## config.mk

```make
export PLATFORM = sky130hd
export DESIGN_NAME = ring_drive_frequency_synth
export DESIGN_NICKNAME = d
export VERILOG_FILES = /design/src/common/ring_drive_pkg.sv /design/src/logic/ring_drive_frequency_synth.sv
export VERILOG_INCLUDE_DIRS = /design/src /design/src/common
export SDC_FILE = /design/constraint.sdc
export NUM_CORES = 1
export LEC_CHECK = 0
export ABC_CLOCK_PERIOD_IN_PS = 2300
export BUFFER_PORTS_ARGS = -buffer_cell sky130_fd_sc_hd__buf_4
export CORE_AREA = 2 2 93 95
export DETAILED_ROUTE_END_ITERATION = 6
export DIE_AREA = 0 0 95 97
export GPL_TIMING_DRIVEN = 0
export PLACE_DENSITY = 0.75
export SLEW_MARGIN = 10
export SYNTH_ARGS = -nofsm -noshare
export SYNTH_HDL_FRONTEND = slang
export SYNTH_SLANG_ARGS = --single-unit
```

## constraint.sdc

```tcl
create_clock -name clk -period 2.3 [get_ports clk]
set_input_delay 0.345 -clock clk [delete_from_list [all_inputs] [get_ports clk]]
set_output_delay 0.345 -clock clk [all_outputs]
set_load 0.005 [all_outputs]
```

## src/common/ring_drive_regs.svh

```systemverilog
// register offsets, field positions, reset values and timing figures of the ring drive synth
`ifndef RING_DRIVE_REGS_SVH
`define RING_DRIVE_REGS_SVH

// byte offsets on the register bus
`define RD_ADDR_W 5
`define RD_OFF_CTRL 5'h00
`define RD_OFF_STATUS 5'h04
`define RD_OFF_IRQ_STATUS 5'h08
`define RD_OFF_IRQ_CLEAR 5'h0C
`define RD_OFF_IRQ_ENABLE 5'h10

// control register fields
`define RD_CTRL_SOFT_EN 0
`define RD_CTRL_RESET 1'h1

// status register fields
`define RD_ST_OFFHOOK 0
`define RD_ST_LIMIT 1
`define RD_ST_ENABLED 2
`define RD_ST_SEL_LO 3
`define RD_ST_SEL_HI 4
`define RD_ST_ZERO_OFFSET 5

// interrupt fields, shared by status, clear and enable
`define RD_IRQ_W 3
`define RD_IRQ_LIMIT 0
`define RD_IRQ_HOOK_OFF 1
`define RD_IRQ_HOOK_ON 2
`define RD_IRQ_RESET 3'h0

// reference and rates, in hertz, and the primary divider
`define RD_REF_HZ 3579545
`define RD_SAMPLE_HZ_20 89469
`define RD_SAMPLE_HZ_25 89464
`define RD_SAMPLE_HZ_50 89439
`define RD_PRIMARY_DIV 40

// sampling pulse width and the system clock
`define RD_SAMPLE_WIDTH_NS 280
`define RD_CLK_MHZ 100
`define RD_NS_PER_US 1000

`define RD_ACC_W 24
`define RD_DATA_ZERO 32'h0000_0000

`endif

```

## src/common/ring_drive_pkg.sv

```systemverilog
// types shared by the ring drive synth
package ring_drive_pkg;

	// offset between sampling and primary rates
	typedef enum logic {
		RING_ALIAS,
		ZERO_OFFSET
	} mode_e;

	// pin inputs that cross into the clock domain together
	typedef struct packed {
		logic refClock;
		logic selHi;
		logic selLo;
		logic enable;
		logic overcurrent;
		logic offHookSense;
	} pins_s;

	// interrupt events, one bit each
	typedef struct packed {
		logic hookOn;
		logic hookOff;
		logic limit;
	} irq_s;

endpackage

```

## src/logic/ring_drive_frequency_synth.sv

```systemverilog
// ring drive timing: crystal-derived primary and sampling drives with an Avalon-MM register file
`timescale 1ns/1ps
`include "ring_drive_regs.svh"

// Contract
// - primary and sampling rates both come from the 3579545 Hz crystal reference
// - primary outputs toggle at 89.489 kHz whatever the select inputs say
// - sampling rate sits 20, 25 or 50 Hz below primary, or equal to it, set by selects
// - both selects low: mode 0, sampling at 89469 Hz, 20 Hz ring
// - low select high only: sampling at 89464 Hz, 25 Hz ring
// - high select high only: sampling at 89439 Hz, 50 Hz ring
// - both selects high: mode 3, zero offset, no ring alias
// - off-hook flag high while sensed secondary current is over its limit
// - every sampling pulse lasts 280 ns
// - the two primary drives are complementary, 50 percent duty each
// - all drives inactive while the enable input is low
// - overcurrent trip blanks all drives for the rest of this switching cycle
module ring_drive_frequency_synth #(
	parameter int ACC_W = `RD_ACC_W,
	parameter int PRIMARY_DIV = `RD_PRIMARY_DIV
) (
	input wire logic clk,
	input wire logic rst_n,
	input wire logic clkEn,
	input wire logic [`RD_ADDR_W-1:0] address,
	input wire logic read,
	input wire logic write,
	input wire logic [31:0] writedata,
	input wire logic [3:0] byteenable,
	output logic [31:0] readdata,
	output logic waitrequest,
	output logic irq,
	input wire logic refClockIn,
	input wire logic ringRateSelectLo,
	input wire logic ringRateSelectHi,
	input wire logic driveEnableIn,
	input wire logic primaryOvercurrentIn,
	input wire logic offHookSenseIn,
	output logic primaryDriveA,
	output logic primaryDriveB,
	output logic samplePulseDrive,
	output logic offHookFlag
);

	// pulse width rounded up to whole clocks, so it never comes out short
	// a different system clock only needs the clock figure changed
	localparam int SAMPLE_CYC =
		(`RD_SAMPLE_WIDTH_NS * `RD_CLK_MHZ + `RD_NS_PER_US - 1) / `RD_NS_PER_US;
	localparam int PRIM_W = $clog2(PRIMARY_DIV);
	localparam logic [PRIM_W-1:0] PRIM_LAST = PRIM_W'(PRIMARY_DIV - 1);
	localparam logic [PRIM_W-1:0] PRIM_HALF = PRIM_W'(PRIMARY_DIV / 2);
	localparam logic [7:0] SAMPLE_LOAD = 8'(SAMPLE_CYC);

	// refuse sizes that the counters or the step arithmetic cannot hold
	initial
	begin
		if (ACC_W < 16 || ACC_W > 32)
			$error("accumulator width must lie between 16 and 32");
		if (PRIMARY_DIV < 4 || (PRIMARY_DIV % 2) != 0)
			$error("primary divider must be even and at least 4");
		if (SAMPLE_CYC < 1 || SAMPLE_CYC > 255)
			$error("sample pulse count out of range");
	end

	// phase step per reference tick for a wanted rate, rounded to nearest
	// 64-bit intermediate keeps the shifted rate from overflowing at 32 bits
	function automatic logic [ACC_W-1:0] rateStep(input logic [31:0] hz);
		logic [63:0] num;
		num = ({32'h0000_0000, hz} << ACC_W) + 64'(`RD_REF_HZ / 2);
		rateStep = ACC_W'(num / 64'(`RD_REF_HZ));
	endfunction

	// pin synchronisers
	// all pins share one two-flop chain, so they stay aligned to each other
	// the crystal is sampled as a pin: its edges jitter by one clock,
	// which averages out over a switching cycle
	ring_drive_pkg::pins_s pinsRaw;
	ring_drive_pkg::pins_s pinsMeta;
	ring_drive_pkg::pins_s pins;
	logic refPrev;

	assign pinsRaw = '{refClock: refClockIn, selHi: ringRateSelectHi,
		selLo: ringRateSelectLo, enable: driveEnableIn,
		overcurrent: primaryOvercurrentIn, offHookSense: offHookSenseIn};

	always_ff @(posedge clk or negedge rst_n)
	begin
		if (!rst_n)
		begin
			pinsMeta <= '0;
			pins <= '0;
			refPrev <= 1'b0;
		end
		else if (clkEn)
		begin
			pinsMeta <= pinsRaw;
			pins <= pinsMeta;
			refPrev <= pins.refClock;
		end
	end

	logic refTick;
	assign refTick = pins.refClock & ~refPrev;

	ring_drive_pkg::mode_e mode;
	assign mode = (pins.selHi && pins.selLo) ? ring_drive_pkg::ZERO_OFFSET
		: ring_drive_pkg::RING_ALIAS;

	// selects are hard-wired in use; a live change only shifts the phase
	logic [ACC_W-1:0] step;
	always_comb
	begin
		if (!pins.selHi && !pins.selLo)
			step = rateStep(32'(`RD_SAMPLE_HZ_20));
		else if (!pins.selHi)
			step = rateStep(32'(`RD_SAMPLE_HZ_25));
		else
			step = rateStep(32'(`RD_SAMPLE_HZ_50));
	end

	// register state
	// soft enable resets high so the pins alone can run the drives
	logic softEnable;
	ring_drive_pkg::irq_s irqStatus;
	ring_drive_pkg::irq_s irqEnable;
	logic ack;

	// drive timing
	// drives are registered so the power stage never sees decode glitches
	// hookPrev loads the same value as the flag, so the edge events compare the flag with its next value
	logic [PRIM_W-1:0] primCnt;
	logic [ACC_W-1:0] phaseAcc;
	logic [7:0] pulseCnt;
	logic limitBlank;
	logic hookPrev;
	logic next_primaryDriveA;
	logic next_primaryDriveB;
	logic next_samplePulseDrive;
	logic next_offHookFlag;
	logic [PRIM_W-1:0] next_primCnt;
	logic [ACC_W-1:0] next_phaseAcc;
	logic [7:0] next_pulseCnt;
	logic next_limitBlank;
	logic driveEnabled;
	logic cycleStart;
	logic sampleStart;
	logic [ACC_W:0] accSum;
	logic driveGate;

	assign driveEnabled = pins.enable & softEnable;

	always_comb
	begin
		next_primCnt = primCnt;
		next_phaseAcc = phaseAcc;
		accSum = {1'b0, phaseAcc} + {1'b0, step};
		cycleStart = refTick && (primCnt == PRIM_LAST);
		if (refTick)
		begin
			// divide by 40 gives 89.489 kHz regardless of selects
			next_primCnt = cycleStart ? '0 : primCnt + 1'b1;
			next_phaseAcc = accSum[ACC_W-1:0];
		end
		if (mode == ring_drive_pkg::ZERO_OFFSET)
			sampleStart = cycleStart;
		else
			sampleStart = refTick && accSum[ACC_W];

		// blank held to end of cycle; a trip at the boundary still wins
		if (pins.overcurrent)
			next_limitBlank = 1'b1;
		else if (cycleStart)
			next_limitBlank = 1'b0;
		else
			next_limitBlank = limitBlank;

		if (sampleStart)
			next_pulseCnt = SAMPLE_LOAD;
		else if (pulseCnt != 8'h00)
			next_pulseCnt = pulseCnt - 8'h01;
		else
			next_pulseCnt = pulseCnt;

		driveGate = driveEnabled && !next_limitBlank;
		next_primaryDriveA = driveGate && (next_primCnt < PRIM_HALF);
		next_primaryDriveB = driveGate && !(next_primCnt < PRIM_HALF);
		next_samplePulseDrive = driveGate && (next_pulseCnt != 8'h00);
		next_offHookFlag = pins.offHookSense;
	end

	always_ff @(posedge clk or negedge rst_n)
	begin
		if (!rst_n)
		begin
			primCnt <= '0;
			phaseAcc <= '0;
			pulseCnt <= 8'h00;
			limitBlank <= 1'b0;
			hookPrev <= 1'b0;
			primaryDriveA <= 1'b0;
			primaryDriveB <= 1'b0;
			samplePulseDrive <= 1'b0;
			offHookFlag <= 1'b0;
		end
		else if (clkEn)
		begin
			primCnt <= next_primCnt;
			phaseAcc <= next_phaseAcc;
			pulseCnt <= next_pulseCnt;
			limitBlank <= next_limitBlank;
			hookPrev <= next_offHookFlag;
			primaryDriveA <= next_primaryDriveA;
			primaryDriveB <= next_primaryDriveB;
			samplePulseDrive <= next_samplePulseDrive;
			offHookFlag <= next_offHookFlag;
		end
	end

	// Avalon-MM slave
	// a fixed single wait cycle trades speed for registered read data
	// one wait cycle per access: read data is ready when waitrequest drops
	logic next_ack;
	logic [31:0] next_readdata;
	logic next_softEnable;
	ring_drive_pkg::irq_s next_irqStatus;
	ring_drive_pkg::irq_s next_irqEnable;
	ring_drive_pkg::irq_s events;
	logic writeNow;
	logic [31:0] statusWord;

	assign waitrequest = (read | write) & ~ack;
	assign writeNow = write & ack & byteenable[0];
	assign irq = |(irqStatus & irqEnable);

	always_comb
	begin
		statusWord = `RD_DATA_ZERO;
		statusWord[`RD_ST_OFFHOOK] = offHookFlag;
		statusWord[`RD_ST_LIMIT] = limitBlank;
		statusWord[`RD_ST_ENABLED] = driveEnabled;
		statusWord[`RD_ST_SEL_LO] = pins.selLo;
		statusWord[`RD_ST_SEL_HI] = pins.selHi;
		statusWord[`RD_ST_ZERO_OFFSET] = (mode == ring_drive_pkg::ZERO_OFFSET);

		events.limit = next_limitBlank & ~limitBlank;
		events.hookOff = next_offHookFlag & ~hookPrev;
		events.hookOn = ~next_offHookFlag & hookPrev;

		next_ack = (read | write) & ~ack;
		next_readdata = readdata;
		if (read && !ack)
		begin
			if (address == `RD_OFF_CTRL)
				next_readdata = {31'h0000_0000, softEnable};
			else if (address == `RD_OFF_STATUS)
				next_readdata = statusWord;
			else if (address == `RD_OFF_IRQ_STATUS)
				next_readdata = {29'h0000_0000, irqStatus};
			else if (address == `RD_OFF_IRQ_ENABLE)
				next_readdata = {29'h0000_0000, irqEnable};
			else
				next_readdata = `RD_DATA_ZERO;
		end

		next_softEnable = softEnable;
		next_irqEnable = irqEnable;
		next_irqStatus = irqStatus;
		if (writeNow)
		begin
			if (address == `RD_OFF_CTRL)
				next_softEnable = writedata[`RD_CTRL_SOFT_EN];
			else if (address == `RD_OFF_IRQ_CLEAR)
				next_irqStatus = irqStatus & ~writedata[`RD_IRQ_W-1:0];
			else if (address == `RD_OFF_IRQ_ENABLE)
				next_irqEnable = writedata[`RD_IRQ_W-1:0];
		end
		// a new event outranks a clear in the same cycle
		next_irqStatus = next_irqStatus | events;
	end

	always_ff @(posedge clk or negedge rst_n)
	begin
		if (!rst_n)
		begin
			ack <= 1'b0;
			readdata <= `RD_DATA_ZERO;
			softEnable <= `RD_CTRL_RESET;
			irqStatus <= `RD_IRQ_RESET;
			irqEnable <= `RD_IRQ_RESET;
		end
		else if (clkEn)
		begin
			ack <= next_ack;
			readdata <= next_readdata;
			softEnable <= next_softEnable;
			irqStatus <= next_irqStatus;
			irqEnable <= next_irqEnable;
		end
	end

endmodule // ring_drive_frequency_synth

```

==> results of run 1 <==
## logic make-up (layout without fill, tap and decap cells)
family	count (synthesis)	count (layout)	synth area share [%]
AND/OR/NAND/NOR	138	138	16.9
AO/OA/AOI/OAI	91	91	15.5
flip-flops	70	70	44.8
buffers and inverters	52	109	7.52
XOR/XNOR	24	24	5.37
multiplexers	20	20	5.66
adder cells (fa/ha/maj)	13	13	4.16
other	1	26	0.0959
## path summary, 6_finish.rpt
kind / start / endpoint / slack (ps)
hold reg to reg: phaseAcc[23] / phaseAcc[23] / 470
setup reg to reg: pins[3] / pulseCnt[5] / -180
setup / recovery: pins[3] / pulseCnt[5] / -180
max in group asynchronous: rst_n / pins[3] / 1580
hold / removal: rst_n / readdata[2] / 110
min in group clk: driveEnableIn / pinsMeta[2] / 230
## cell usage after synthesis, types with 10 or more instances
master | count | area, sq um
sky130_fd_sc_hd__dfrtp_1 | 69 | 1730
sky130_fd_sc_hd__xnor2_1 | 14 | 123
sky130_fd_sc_hd__nor3_1 | 11 | 55.1
sky130_fd_sc_hd__clkbuf_1 | 11 | 41.3
sky130_fd_sc_hd__nand3_1 | 12 | 60.1
sky130_fd_sc_hd__nand2_1 | 57 | 214
sky130_fd_sc_hd__nor2_1 | 21 | 78.8
sky130_fd_sc_hd__o21ai_0 | 32 | 160
sky130_fd_sc_hd__buf_4 | 26 | 195
sky130_fd_sc_hd__mux2_2 | 17 | 191
sky130_fd_sc_hd__a21oi_1 | 19 | 95.1
sky130_fd_sc_hd__inv_1 | 13 | 48.8
sky130_fd_sc_hd__xor2_1 | 10 | 87.6
sky130_fd_sc_hd__ha_1 | 13 | 163
## per-stage QoR
stage | hold slack (ps) | power, mW | util, % | worst slack [ps]
global route | 196 | 5.58 | 60.5 | -244
global placement | 457 | 3.50 | 54.1 | -337
floorplan | 49.4 | 3.19 | - | -7.24
detailed placement | 467 | 3.59 | 54.1 | -389
CTS | 147 | 5.02 | 59.6 | -107
finish | 112 | 5.20 | 60.5 | -182
## metal layers
metal,wire length [um],GRT usage [%],vias up
li1,-,-,1533
met5,0,0,-
met2,4230,32.1,77
met4,118,6.35,0
met1,3630,24.1,1503
met3,334,3.89,15
## state kept, by name (all words and copies together) (netlist names)
signal,cells
ack,1
hookPrev,1
irqEnable,3
irqStatus,3
limitBlank,1
next_offHookFlag,1
phaseAcc,24
pins,5
pinsMeta,6
primCnt,6
primaryDriveA,1
primaryDriveB,1
pulseCnt,8
readdata,6
refPrev,1
samplePulseDrive,1
softEnable,1
## where the power goes
group | internal, mW | leakage (nW) | total [mW] | switching, mW
logic | 1.07 | 1.25 | 2.25 | 1.18
registers | 1.58 | 0.861 | 1.94 | 0.361
clock network | 0.555 | 0.106 | 1.01 | 0.451
total | 3.21 | 2.21 | 5.20 | 1.99
## worst reg2reg max path, stage by stage, from the launching register on
cell and delay (ps):
sky130_fd_sc_hd__dfrtp_2 430, sky130_fd_sc_hd__or2_4 330, sky130_fd_sc_hd__ha_4 320, sky130_fd_sc_hd__nand4_1 230
sky130_fd_sc_hd__a211oi_4 360, sky130_fd_sc_hd__o311ai_4 160, sky130_fd_sc_hd__o211ai_2 240, sky130_fd_sc_hd__and3_4 250
sky130_fd_sc_hd__o22ai_2 60
## final cells by class
type / instances / area [sq um] / area share (%)
multi-input cells: 312 / 2230 / 45.3
flip-flops and latches: 70 / 1750 / 35.6
clock buffers: 12 / 155 / 3.15
repair buffers: 41 / 308 / 6.25
inverters: 14 / 57.6 / 1.17
well taps: 105 / 131 / 2.67
plain buffers: 38 / 241 / 4.91
clock inverters: 4 / 45.0 / 0.915
## what timing repair did
item	CTS	global route
resized for setup	31	14
hold buffers	0	0
setup buffers	10	1
pin swaps	16	18
endpoints found under the setup margin	21	23
==> results.md, run 1 <==
- The final reports fail on negative setup slack.
- Wires add up to ~8300 um.
- The max-slew violation count is 0.
- Setup repair after global routing could not meet its margin everywhere.
- The number of placed instances, taps included, is 570.
- In this run the power density over the cells is approximately 1100 nW/um^2.
- The first-pass GRT wire length is 14,100 um.
- In the layout the commonest cells are 68 x sky130_fd_sc_hd__dfrtp_1, 67 x sky130_fd_sc_hd__buf_4, 55 x sky130_fd_sc_hd__nand2_1, 28 x sky130_fd_sc_hd__o21ai_0, 26 x sky130_fd_sc_hd__conb_1.
- Clock tree synthesis inserted a total of 9 buffers.
- The async set-or-reset flop fraction in the synthesized netlist is 100%.
- In this run, synthesis produced a sequential element count of 70.
- The wire length per cell after detailed routing is between 10 and 15 um.
- The remaining routing DRC violations is 0.
- After routing the design area is between 4000 and 5000 sq um.
- The biggest fanout along the worst timing path is 5.
- Data arrives at the worst endpoint at 2710 ps.
- The floorplan step defined a core boundary enclosing between 8000 and 9000 sq um.
- The width of the die is 95 um.
- The count of buffers from port buffering is 31.
- The net count reported at finish is around 550.
- The slowest stage of the critical path belongs to the cell sky130_fd_sc_hd__dfrtp_2.
- Dividing the synthesized area by the synthesized cell count gives about 9.6 sq um.
- The highest cell delay on the worst timing path is between 400 and 500 ps.
- CTS saw 70 sinks.
- The number of global-route vias before repair is slightly above 3,000.
- The initial standard-cell utilization of the core is 48.1%.
- The H-tree generated during clock tree synthesis spans 3 levels.
- The worst setup path is captured at a flop.
- The clock root buffer master is sky130_fd_sc_hd__clkbuf_8.
- Walking the worst path, the cells encountered are or2_4, ha_4, nand4_1, a211oi_4, o311ai_4, o211ai_2, and3_4, o22ai_2.
- The final setup skew is 4.89 ps.
- The DRC marker count from the first detailed-route iteration is just under 80.
- The most frequently used flop master after synthesis is sky130_fd_sc_hd__dfrtp_1.
- The maximum clock rate is about 0.40 GHz.
- The number of gates on the worst path with buffers counted is 8.
- Setup violations remaining at the end of the flow were counted as 19.
- The clock-pin slew reported for the worst setup and hold paths after clock tree synthesis is 70 ps.
- The worst ir drop on vdd is 888 uV.
- The critical path class is reg -> reg.
- The clock reaches the later pin of the worst-skew pair after 350 ps.
- The routed layout has around 3,100 vias.
- The flow ran to the end, but the final reports show violations.
- The final global-route overflow total is 0.
- The number of fill cells is around 700.
- The number of cells traversed by the worst register-to-register path is 8.
- The kind of cell with the highest combined delay along the critical path is compound AO/OA/AOI/OAI gates.
- The initial antenna violation count is 0.
- The max-cap violation count is 0.
- The via count normalized by instance count is around 5.2.
- In the synthesized netlist, the number of instances is a little over 400.
- The critical path contains buffers and inverters numbering 0 combined.
- At the pin with the least slew margin, the transition time is 871 ps.
- The growth of design area from synthesis to finish is 25.8%.
- The vertical die dimension is 97 um.
- Synthesis instantiated 58 different standard cells from the library.
- Of the cells placed in the final design, the portion with a size suffix greater than 1 is between 20% and 30%.
- The maximum number of pins on one net before global-route repair is 71.
- The path class of the tightest hold or removal check is in -> async.
- Once placement finished, the instance area stood at ~4400 sq um.
- The commonest non-fill, non-tap cell in the layout is sky130_fd_sc_hd__dfrtp_1.
- The total global-route track usage is a little under a fifth.
- The max-slew headroom at the worst pin is 41.9%.
- The kind of start point of the critical path is a flop.
- The total count of hold-check failures in the final report is 0.
- The analysis attributes to cell leakage a power of between 2 and 2.5 nW.
- Counting along the longest clock path gives a buffer depth of 2.
- In this run, synthesis inferred 0 flip-flops with an integrated enable.
- The required time of the critical path is ~2500 ps.
- The die covers slightly above 9000 sq um.
- The share of the Yosys chip area taken by registers is between 40% and 50%.
- In this run the core area contains 33 standard-cell rows.
- During I/O placement, the number of pins put on the boundary was 90.
- The Yosys step of the flow raised 0 warnings.
- The sum of negative setup slack is -2150 ps.
- The summed instance area of the synthesized netlist is around 3900 sq um.
- The first detailed-routing pass took 4 iterations.
- The congestion estimate from routability-driven global placement came to 0.945.
- The CTS tree is built.
- The remaining antenna violation count is 0.
- The final critical-path required period is around 2500 ps.
- The HPWL reported at the end of detailed placement is ~5600 um.
- The number of antenna diodes in the final layout is 0.
- Excluding fillers, the count of instances in the completed layout stands at a little under 600.
- Dividing the final minimum period by the clock period gives 108%.
- Once routing completed, OpenROAD measured the worst setup slack at -182 ps.
Power figures use the tool's default switching activity.
==> run 2: changes to the inputs <==
--- a/config.mk
+++ b/config.mk
@@ -8,11 +8,13 @@
 export LEC_CHECK = 0
 export ABC_CLOCK_PERIOD_IN_PS = 2300
 export BUFFER_PORTS_ARGS = -buffer_cell sky130_fd_sc_hd__buf_4
-export CORE_AREA = 2 2 93 95
+export CELL_PAD_IN_SITES_DETAIL_PLACEMENT = 1
+export CELL_PAD_IN_SITES_GLOBAL_PLACEMENT = 2
+export CORE_AREA = 2 2 118 120
 export DETAILED_ROUTE_END_ITERATION = 6
-export DIE_AREA = 0 0 95 97
+export DIE_AREA = 0 0 120 122
 export GPL_TIMING_DRIVEN = 0
-export PLACE_DENSITY = 0.75
+export PLACE_DENSITY_LB_ADDON = 0.1
 export SLEW_MARGIN = 10
 export SYNTH_ARGS = -nofsm -noshare
 export SYNTH_HDL_FRONTEND = slang
==> run 2 against run 1 <==
Worst setup slack better by 60 ps. Critical path type unchanged. Sequential cell count unchanged. Global-route usage down 4.7 points. Power up 6.9%. Largest cell class unchanged. Highest routed layer unchanged. Non-clock buffer count up 2. Combinational power about the same. The flow still finishes with violations (negative setup slack). Maximum frequency up 2.5%. Clock power up 37%.
==> results.md, run 2 (synthesis results as in run 1) <==
- The DRC marker count from the first detailed-route iteration is 68 (-13%).
- The maximum clock rate was 0.413 GHz (+2.5%).
- The final RePlAce weighted congestion came to 0.821 (-13%).
- The non-filler instance count after layout is 672 (+13%).
- The top-level port count came to 90 (unchanged).
- The count of buffers from port buffering is 31 (unchanged).
- The period utilization came to 105% (-2.6 points).
- The endpoint class of the critical path is a flop.
- The max-cap violation count came to 0 (unchanged).
- The final reports fail on negative setup slack.
- The area of the die is 14,600 sq um (+59%).
- The clock-pin slew reported for the worst setup and hold paths after clock tree synthesis is 60 ps (about the same).
- The max-slew violation count is 0 (unchanged).
- The power density relative to cell area came to 1080 nW/um^2 (+2.4%).
- The worst-case clock buffer depth was 2 (unchanged).
- phaseAcc holds more flip-flops than any other register.
- The biggest fanout along the worst timing path is 5 (unchanged).
- The via count normalized by instance count is 4.69 (-11%).
- The final critical-path required period is 2420 ps (-60.3 ps).
- The later-pin clock latency in the skew report was 340 ps (about the same).
- The flip-flop count of the largest register, all copies and words added is 24 (unchanged).
- The number of core rows came to 43 (+30%).
- The setup-violating endpoint count in the final report is 14 (-5).
- The area used by sequential logic in the layout is 1760 sq um (about the same).
- The growth of design area from synthesis to finish is 31.4%.
- The final setup skew is 4.76 ps (-0.137 ps).
- The length of the first detailed-routing pass in iterations is 4 (unchanged).
- The number of global-route vias before repair is 3,264 (+5.3%).
- The initial standard-cell utilization of the core was 29.0% (-19 points).
- The number of fill cells is 1,536 (+120%).
- The net count reported at finish was 553 (+0.36%).
- The type of the tightest min-delay check is in -> async.
- The detailed-route wire length is 9780 um (+18%).
- Clock tree synthesis selected as its root buffer the cell sky130_fd_sc_hd__clkbuf_16.
- The largest registers in the layout are phaseAcc: 24 flops, pulseCnt: 8 flops.
- The worst ir drop on vdd is 481 uV (-46%).
- The via count was 3,150 (+0.70%).
- The area of combinational cells with multiple inputs is 2250 sq um (+0.90%).
- The critical path in this run is classified as reg -> reg.
- The first-pass GRT wire length came to 16,400 um (+16%).
- The final global-route overflow total is 0 (unchanged).
- The actual transition at the worst max-transition pin is 938 ps (+66.7 ps).
- The required time of the critical path was 2520 ps (about the same).
- The flow ran to the end, but the final reports show violations.
- The total global-route track usage is 14.3% (-4.7 points).
- TritonCTS built the clock tree.
- The total chip power was 5.55 mW (+6.9%).
- The number of inserted diodes came to 0 (unchanged).
- The CTS sink count was 70 (unchanged).
- The worst-case setup margin in the final layout is -122 ps (+60.3 ps).
- The critical path arrival is 2640 ps (-70 ps).
- Setup repair after global routing could not meet its margin everywhere.
- The leakage component of the power came to 2.27 nW (+2.4%).
- The sum of negative setup slack is -1160 ps (+992 ps).
- The placed cell count is 645 (+13%).
- The post-placement setup slack is -612 ps (-224 ps).
- The remaining routing DRC violations was 0 (unchanged).
- The library cells used most frequently in the layout, excluding fill and tap cells, are 69 x sky130_fd_sc_hd__buf_4, 67 x sky130_fd_sc_hd__dfrtp_1, 55 x sky130_fd_sc_hd__nand2_1, 28 x sky130_fd_sc_hd__o21ai_0, 26 x sky130_fd_sc_hd__conb_1.
- The vertical die dimension is 122 um (+26%).
- The maximum number of pins on one net before global-route repair came to 71 (unchanged).
- The initial antenna violation count is 0 (unchanged).
- The width of the die is 120 um (+26%).
- The number of buffers added by the clock tree synthesis step is 9 (unchanged).
- STA classifies the critical path startpoint as a flop.
- The max-slew headroom at the worst pin is 37.5% (-4.4 points).
- The share of final-layout standard cells stronger than drive strength 1 is 31.3% (+1.4 points).
- The HPWL reported at the end of detailed placement is 6970 um (+24%).
- The wire length per cell after detailed routing is 14.6 um (+4.2%).
- The total count of hold-check failures in the final report came to 0 (unchanged).
- The remaining antenna violation count came to 0 (unchanged).
- The commonest non-fill, non-tap cell in the layout is sky130_fd_sc_hd__buf_4.
- The number of H-tree levels was 3 (unchanged).
- The core box area was 13,500 sq um (+66%).
==> run 2: cell types whose count changed in the layout (fill, tap and decap cells not counted), sizes merged <==
| cell | previous run | this run |
|---|---|---|
| clkinv | 4 | 5 |
| buf | 68 | 70 |
| clkbuf | 23 | 21 |
==> run 2: cell type report <==
type / count / area share [%]
Buffer: 38 / 4.70
Clock buffer: 10 / 4.65
Clock inverter: 5 / 0.974
Tap cell: 180 / 4.38
Multi-Input combinational cell: 312 / 43.8
Inverter: 14 / 1.07
Timing Repair Buffer: 43 / 6.28
Sequential cell: 70 / 34.2
==> run 2: worst paths after layout <==
| path | slack, ps | cells after the start | from | end |
|---|---|---|---|---|
| setup reg to reg | -120 | 8 | pins[3] | pulseCnt[5] |
| setup / recovery | -120 | 8 | pins[3] | pulseCnt[5] |
| hold / removal | 140 | 1 | rst_n | irqEnable[0] |
| max in group asynchronous | 1480 | 1 | rst_n | pins[4] |
| hold reg to reg | 470 | 1 | phaseAcc[16] | phaseAcc[16] |
| min in group clk | 240 | 2 | primaryOvercurrentIn | pinsMeta[1] |
==> run 2: routing by layer <==
metal / routed length (um) / up-vias / global-route usage [%]
met4: 180 / 0 / 6.18
met1: 4400 / 1568 / 17.8
li1: - / 1544 / -
met3: 217 / 12 / 2.67
met2: 4980 / 26 / 24.5
met5: 0 / - / 0
==> run 2: repair_timing <==
action	CTS	global route
resized for setup	31	20
pin swaps	16	21
endpoints found under the setup margin	24	22
setup buffers	8	5
hold buffers	0	0
==> run 2: critical path, cell delays in order (launching register included) <==
cell and delay, ps:
sky130_fd_sc_hd__dfrtp_2 410, sky130_fd_sc_hd__or2_4 320, sky130_fd_sc_hd__ha_4 320, sky130_fd_sc_hd__nand4_1 210
sky130_fd_sc_hd__a211oi_4 300, sky130_fd_sc_hd__o311ai_4 140, sky130_fd_sc_hd__o211ai_4 270, sky130_fd_sc_hd__and3_4 270
sky130_fd_sc_hd__o22ai_2 60
==> run 2: per-stage QoR <==
step	util [%]	hold WS, ps	area [sq um]
finish	38.0	138	5140
CTS	37.2	203	5020
floorplan	-	49.4	4040
global route	38.0	237	5140
detailed placement	33.3	457	4490
global placement	33.3	458	4490
==> run 2: power by group <==
group          switching, mW  internal [mW]  leakage, nW  total [mW]
combinational           1.17           1.07         1.26        2.24
clock                  0.522          0.854        0.148        1.38
sequential             0.354           1.58        0.860        1.94
==> run 3: changes to the inputs <==
--- a/config.mk
+++ b/config.mk
@@ -10,9 +10,10 @@
 export BUFFER_PORTS_ARGS = -buffer_cell sky130_fd_sc_hd__buf_4
 export CELL_PAD_IN_SITES_DETAIL_PLACEMENT = 1
 export CELL_PAD_IN_SITES_GLOBAL_PLACEMENT = 2
-export CORE_AREA = 2 2 118 120
+export CORE_AREA = 2 2 116 118
+export CTS_BUF_LIST = sky130_fd_sc_hd__clkbuf_4
 export DETAILED_ROUTE_END_ITERATION = 6
-export DIE_AREA = 0 0 120 122
+export DIE_AREA = 0 0 118 120
 export GPL_TIMING_DRIVEN = 0
 export PLACE_DENSITY_LB_ADDON = 0.1
 export SLEW_MARGIN = 10
==> run 3 against run 2 <==
Utilization shrank 0.26 points. Clock power shrank 55%. Worst setup slack lost 71 ps. The run still ends with negative setup slack left. Maximum frequency shrank 2.9%. Largest cell class unchanged. Highest routed layer unchanged. Die area shrank 3.3%. First-iteration DRC count grew 110%. Sequential power is essentially flat. Via count shrank 0.86%. Critical path type unchanged. Sequential cell count is the same.
==> results.md, run 3 (synthesis results as in run 1) <==
- The number of global-route vias before repair is 3,272 (+0.25%).
- The flip-flop count of the largest register, all copies and words added was 24 (unchanged).
- The number of inserted diodes was 0 (unchanged).
- The final critical-path required period is 2490 ps (+71.3 ps).
- The period utilization is 108% (+3.1 points).
- In the layout the commonest cells are 71 x sky130_fd_sc_hd__buf_4, 68 x sky130_fd_sc_hd__dfrtp_1, 55 x sky130_fd_sc_hd__nand2_1, 31 x sky130_fd_sc_hd__o21ai_0, 26 x sky130_fd_sc_hd__conb_1.
- The final RePlAce weighted congestion was 0.799 (-2.7%).
- The number of cells traversed by the worst register-to-register path is 8 (unchanged).
- The remaining routing DRC violations is 0 (unchanged).
- The type of the tightest min-delay check is in -> async.
- The critical path arrival is 2810 ps (+170 ps).
- The critical-path cell with the highest stage delay is sky130_fd_sc_hd__dfrtp_2.
- The max-slew headroom at the worst pin is 38.6% (+1.1 points).
- The final global-route overflow total was 0 (unchanged).
- The largest register by flop count is phaseAcc.
- The checks that failed: negative setup slack.
- The reg-to-reg endpoint is samplePulseDrive.
- The endpoint class of the critical path is a flop.
- The HPWL reported at the end of detailed placement was 6880 um (-1.3%).
- In this run the critical register-to-register path is launched from pins[4].
- The via count normalized by instance count is 4.68 (-0.26%).
- The total chip power is 4.74 mW (-15%).
- The highest cell delay on the worst timing path came to 430 ps (+20 ps).
- The number of buffers added by the clock tree synthesis step is 9 (unchanged).
- The wire length per cell after detailed routing is 14.5 um (-0.63%).
- The clock-pin slew reported for the worst setup and hold paths after clock tree synthesis was 110 ps (+50 ps).
- The total global-route track usage was 14.5% (+0.12 points).
- The flow ran to the end, but the final reports show violations.
- The worst-case register-to-register setup slack is -190 ps (-70 ps).
- The later-pin clock latency in the skew report is 430 ps (+90 ps).
- The worst ir drop on vdd was 529 uV (+10%).
- The cts-stage hold buffer count is 0 (unchanged).
- The vertical die dimension is 120 um (-1.6%).
- The utilization after layout is 37.8% (-0.26 points).
- The area of the die is 14,200 sq um (-3.3%).
- The via count is 3,123 (-0.86%).
- The final setup skew is 13.1 ps (+8.37 ps).
- The worst setup path is launched from a flop.
- The signal on the critical path passes through or2_4, ha_4, a21oi_2, o22ai_2, o311ai_4, o211ai_4, and2_4, a221o_1.
- The number of core rows is 42 (-2.3%).
- The CTS tree is built.
- The required time of the critical path is 2620 ps (+100 ps).
- The initial antenna violation count was 0 (unchanged).
- The worst setup path startpoint is pins[4].
- The share of final-layout standard cells stronger than drive strength 1 is 29.1% (-2.2 points).
- The power density relative to cell area is 966 nW/um^2 (-11%).
- The growth of design area from synthesis to finish is 25.4%.
- The commonest non-fill, non-tap cell in the layout is sky130_fd_sc_hd__buf_4.
- The initial standard-cell utilization of the core is 30.1% (+1.2 points).
- The number of H-tree levels is 3 (unchanged).
- The leakage component of the power is 2.18 nW (-3.8%).
- The top-level port count is 90 (unchanged).
- The largest registers in the layout are phaseAcc: 24 flops, pulseCnt: 8 flops.
- The CTS sink count was 70 (unchanged).
- The width of the die is 118 um (-1.7%).
- The actual transition at the worst max-transition pin is 921 ps (-16.8 ps).
- The maximum clock rate was 0.401 GHz (-2.9%).
- The core box area is 13,000 sq um (-3.9%).
- The maximum number of pins on one net before global-route repair is 71 (unchanged).
- The biggest fanout along the worst timing path is 5 (unchanged).
- The max-cap violation count is 0 (unchanged).
- The count of buffers from port buffering is 31 (unchanged).
- The setup-violating endpoint count in the final report is 16 (+2).
- The net count reported at finish is 555 (+0.36%).
- The detailed-route wire length is 9660 um (-1.2%).
- Setup repair after global routing could not meet its margin everywhere.
- The length of the first detailed-routing pass in iterations is 4 (unchanged).
- The critical path is of the reg -> reg type.
- The worst-case clock buffer depth is 2 (unchanged).
- The worst-case setup margin in the final layout came to -193 ps (-71.3 ps).
- The DRC marker count from the first detailed-route iteration is 146 (+110%).
- The total count of hold-check failures in the final report is 0 (unchanged).
- The remaining antenna violation count is 0 (unchanged).
- The max-slew violation count is 0 (unchanged).
- The clock root buffer master is sky130_fd_sc_hd__clkbuf_4.
- The first-pass GRT wire length is 16,400 um (+0.13%).
## run 3: cell count changes in the layout (fill, tap and decap cells not counted), moves of 2 or more
| cell | before | now |
|---|---|---|
| sky130_fd_sc_hd__o21ai_1 | 4 | 1 |
| sky130_fd_sc_hd__a21oi_1 | 13 | 16 |
| sky130_fd_sc_hd__inv_1 | 10 | 12 |
| sky130_fd_sc_hd__clkinv_2 | 4 | 2 |
| sky130_fd_sc_hd__a21oi_2 | 5 | 3 |
| sky130_fd_sc_hd__o21ai_0 | 28 | 31 |
| sky130_fd_sc_hd__clkbuf_4 | 0 | 9 |
| sky130_fd_sc_hd__clkinv_1 | 1 | 3 |
| sky130_fd_sc_hd__buf_4 | 69 | 71 |
| sky130_fd_sc_hd__clkbuf_16 | 9 | 0 |
## run 3: layout make-up
cell class | instances | area (sq um)
Inverter | 14 | 52.6
Sequential cell | 70 | 1750
Multi-Input combinational cell | 312 | 2210
Tap cell | 176 | 220
Clock inverter | 4 | 17.5
Fill cell | 1496 | 8080
Timing Repair Buffer | 45 | 338
Buffer | 38 | 241
Clock buffer | 9 | 67.6
## run 3: report_power, final
part / switching, mW / internal, mW
Clock: 0.423 / 0.194
Combinational: 1.14 / 1.06
Sequential: 0.349 / 1.58
## run 3: critical path, delay by kind of cell (launching register included)
family                     cells  cell delay [ps]
and+or+nand+nor                2              480
AOI/OAI and AO/OA              5             1220
DFF                            1              430
adders and majority gates      1              260
## run 3: metal layers
layer	vias up	wire length (um)	GRT usage [%]
li1	1553	-	-
met5	-	0	0
met4	0	177	4.82
met1	1522	4280	17.1
met3	13	278	3.61
met2	35	4920	25.7
## run 3: how the worst max path moves through the flow
stage                     slack (ps)          endpoint  depth (start not counted)
after floorplan                   -7  samplePulseDrive                          8
after global placement          -550       pulseCnt[7]                         11
after detailed placement        -580       pulseCnt[7]                         11
after CTS                       -180       pulseCnt[7]                          9
after global routing            -250  samplePulseDrive                          8
final                           -190  samplePulseDrive                          8
## run 3: stage by stage
step,instances,hold WS (ps),instance area [sq um],TNS (ps),setup WS (ps)
2_1_floorplan,434,49.4,4040,-7.24,-7.24
3_3_place_gp,641,457,4490,-7690,-548
3_5_place_dp,641,458,4490,-8330,-582
4_1_cts,664,75.9,4830,-2520,-183
5_1_grt,668,98.5,4900,-3710,-253
6_report,668,42.1,4900,-1380,-193
## run 3: timing repair
action,CTS,global route
setup buffers,11,5
endpoints found under the setup margin,22,20
resized for setup,26,10
pin swaps,13,15
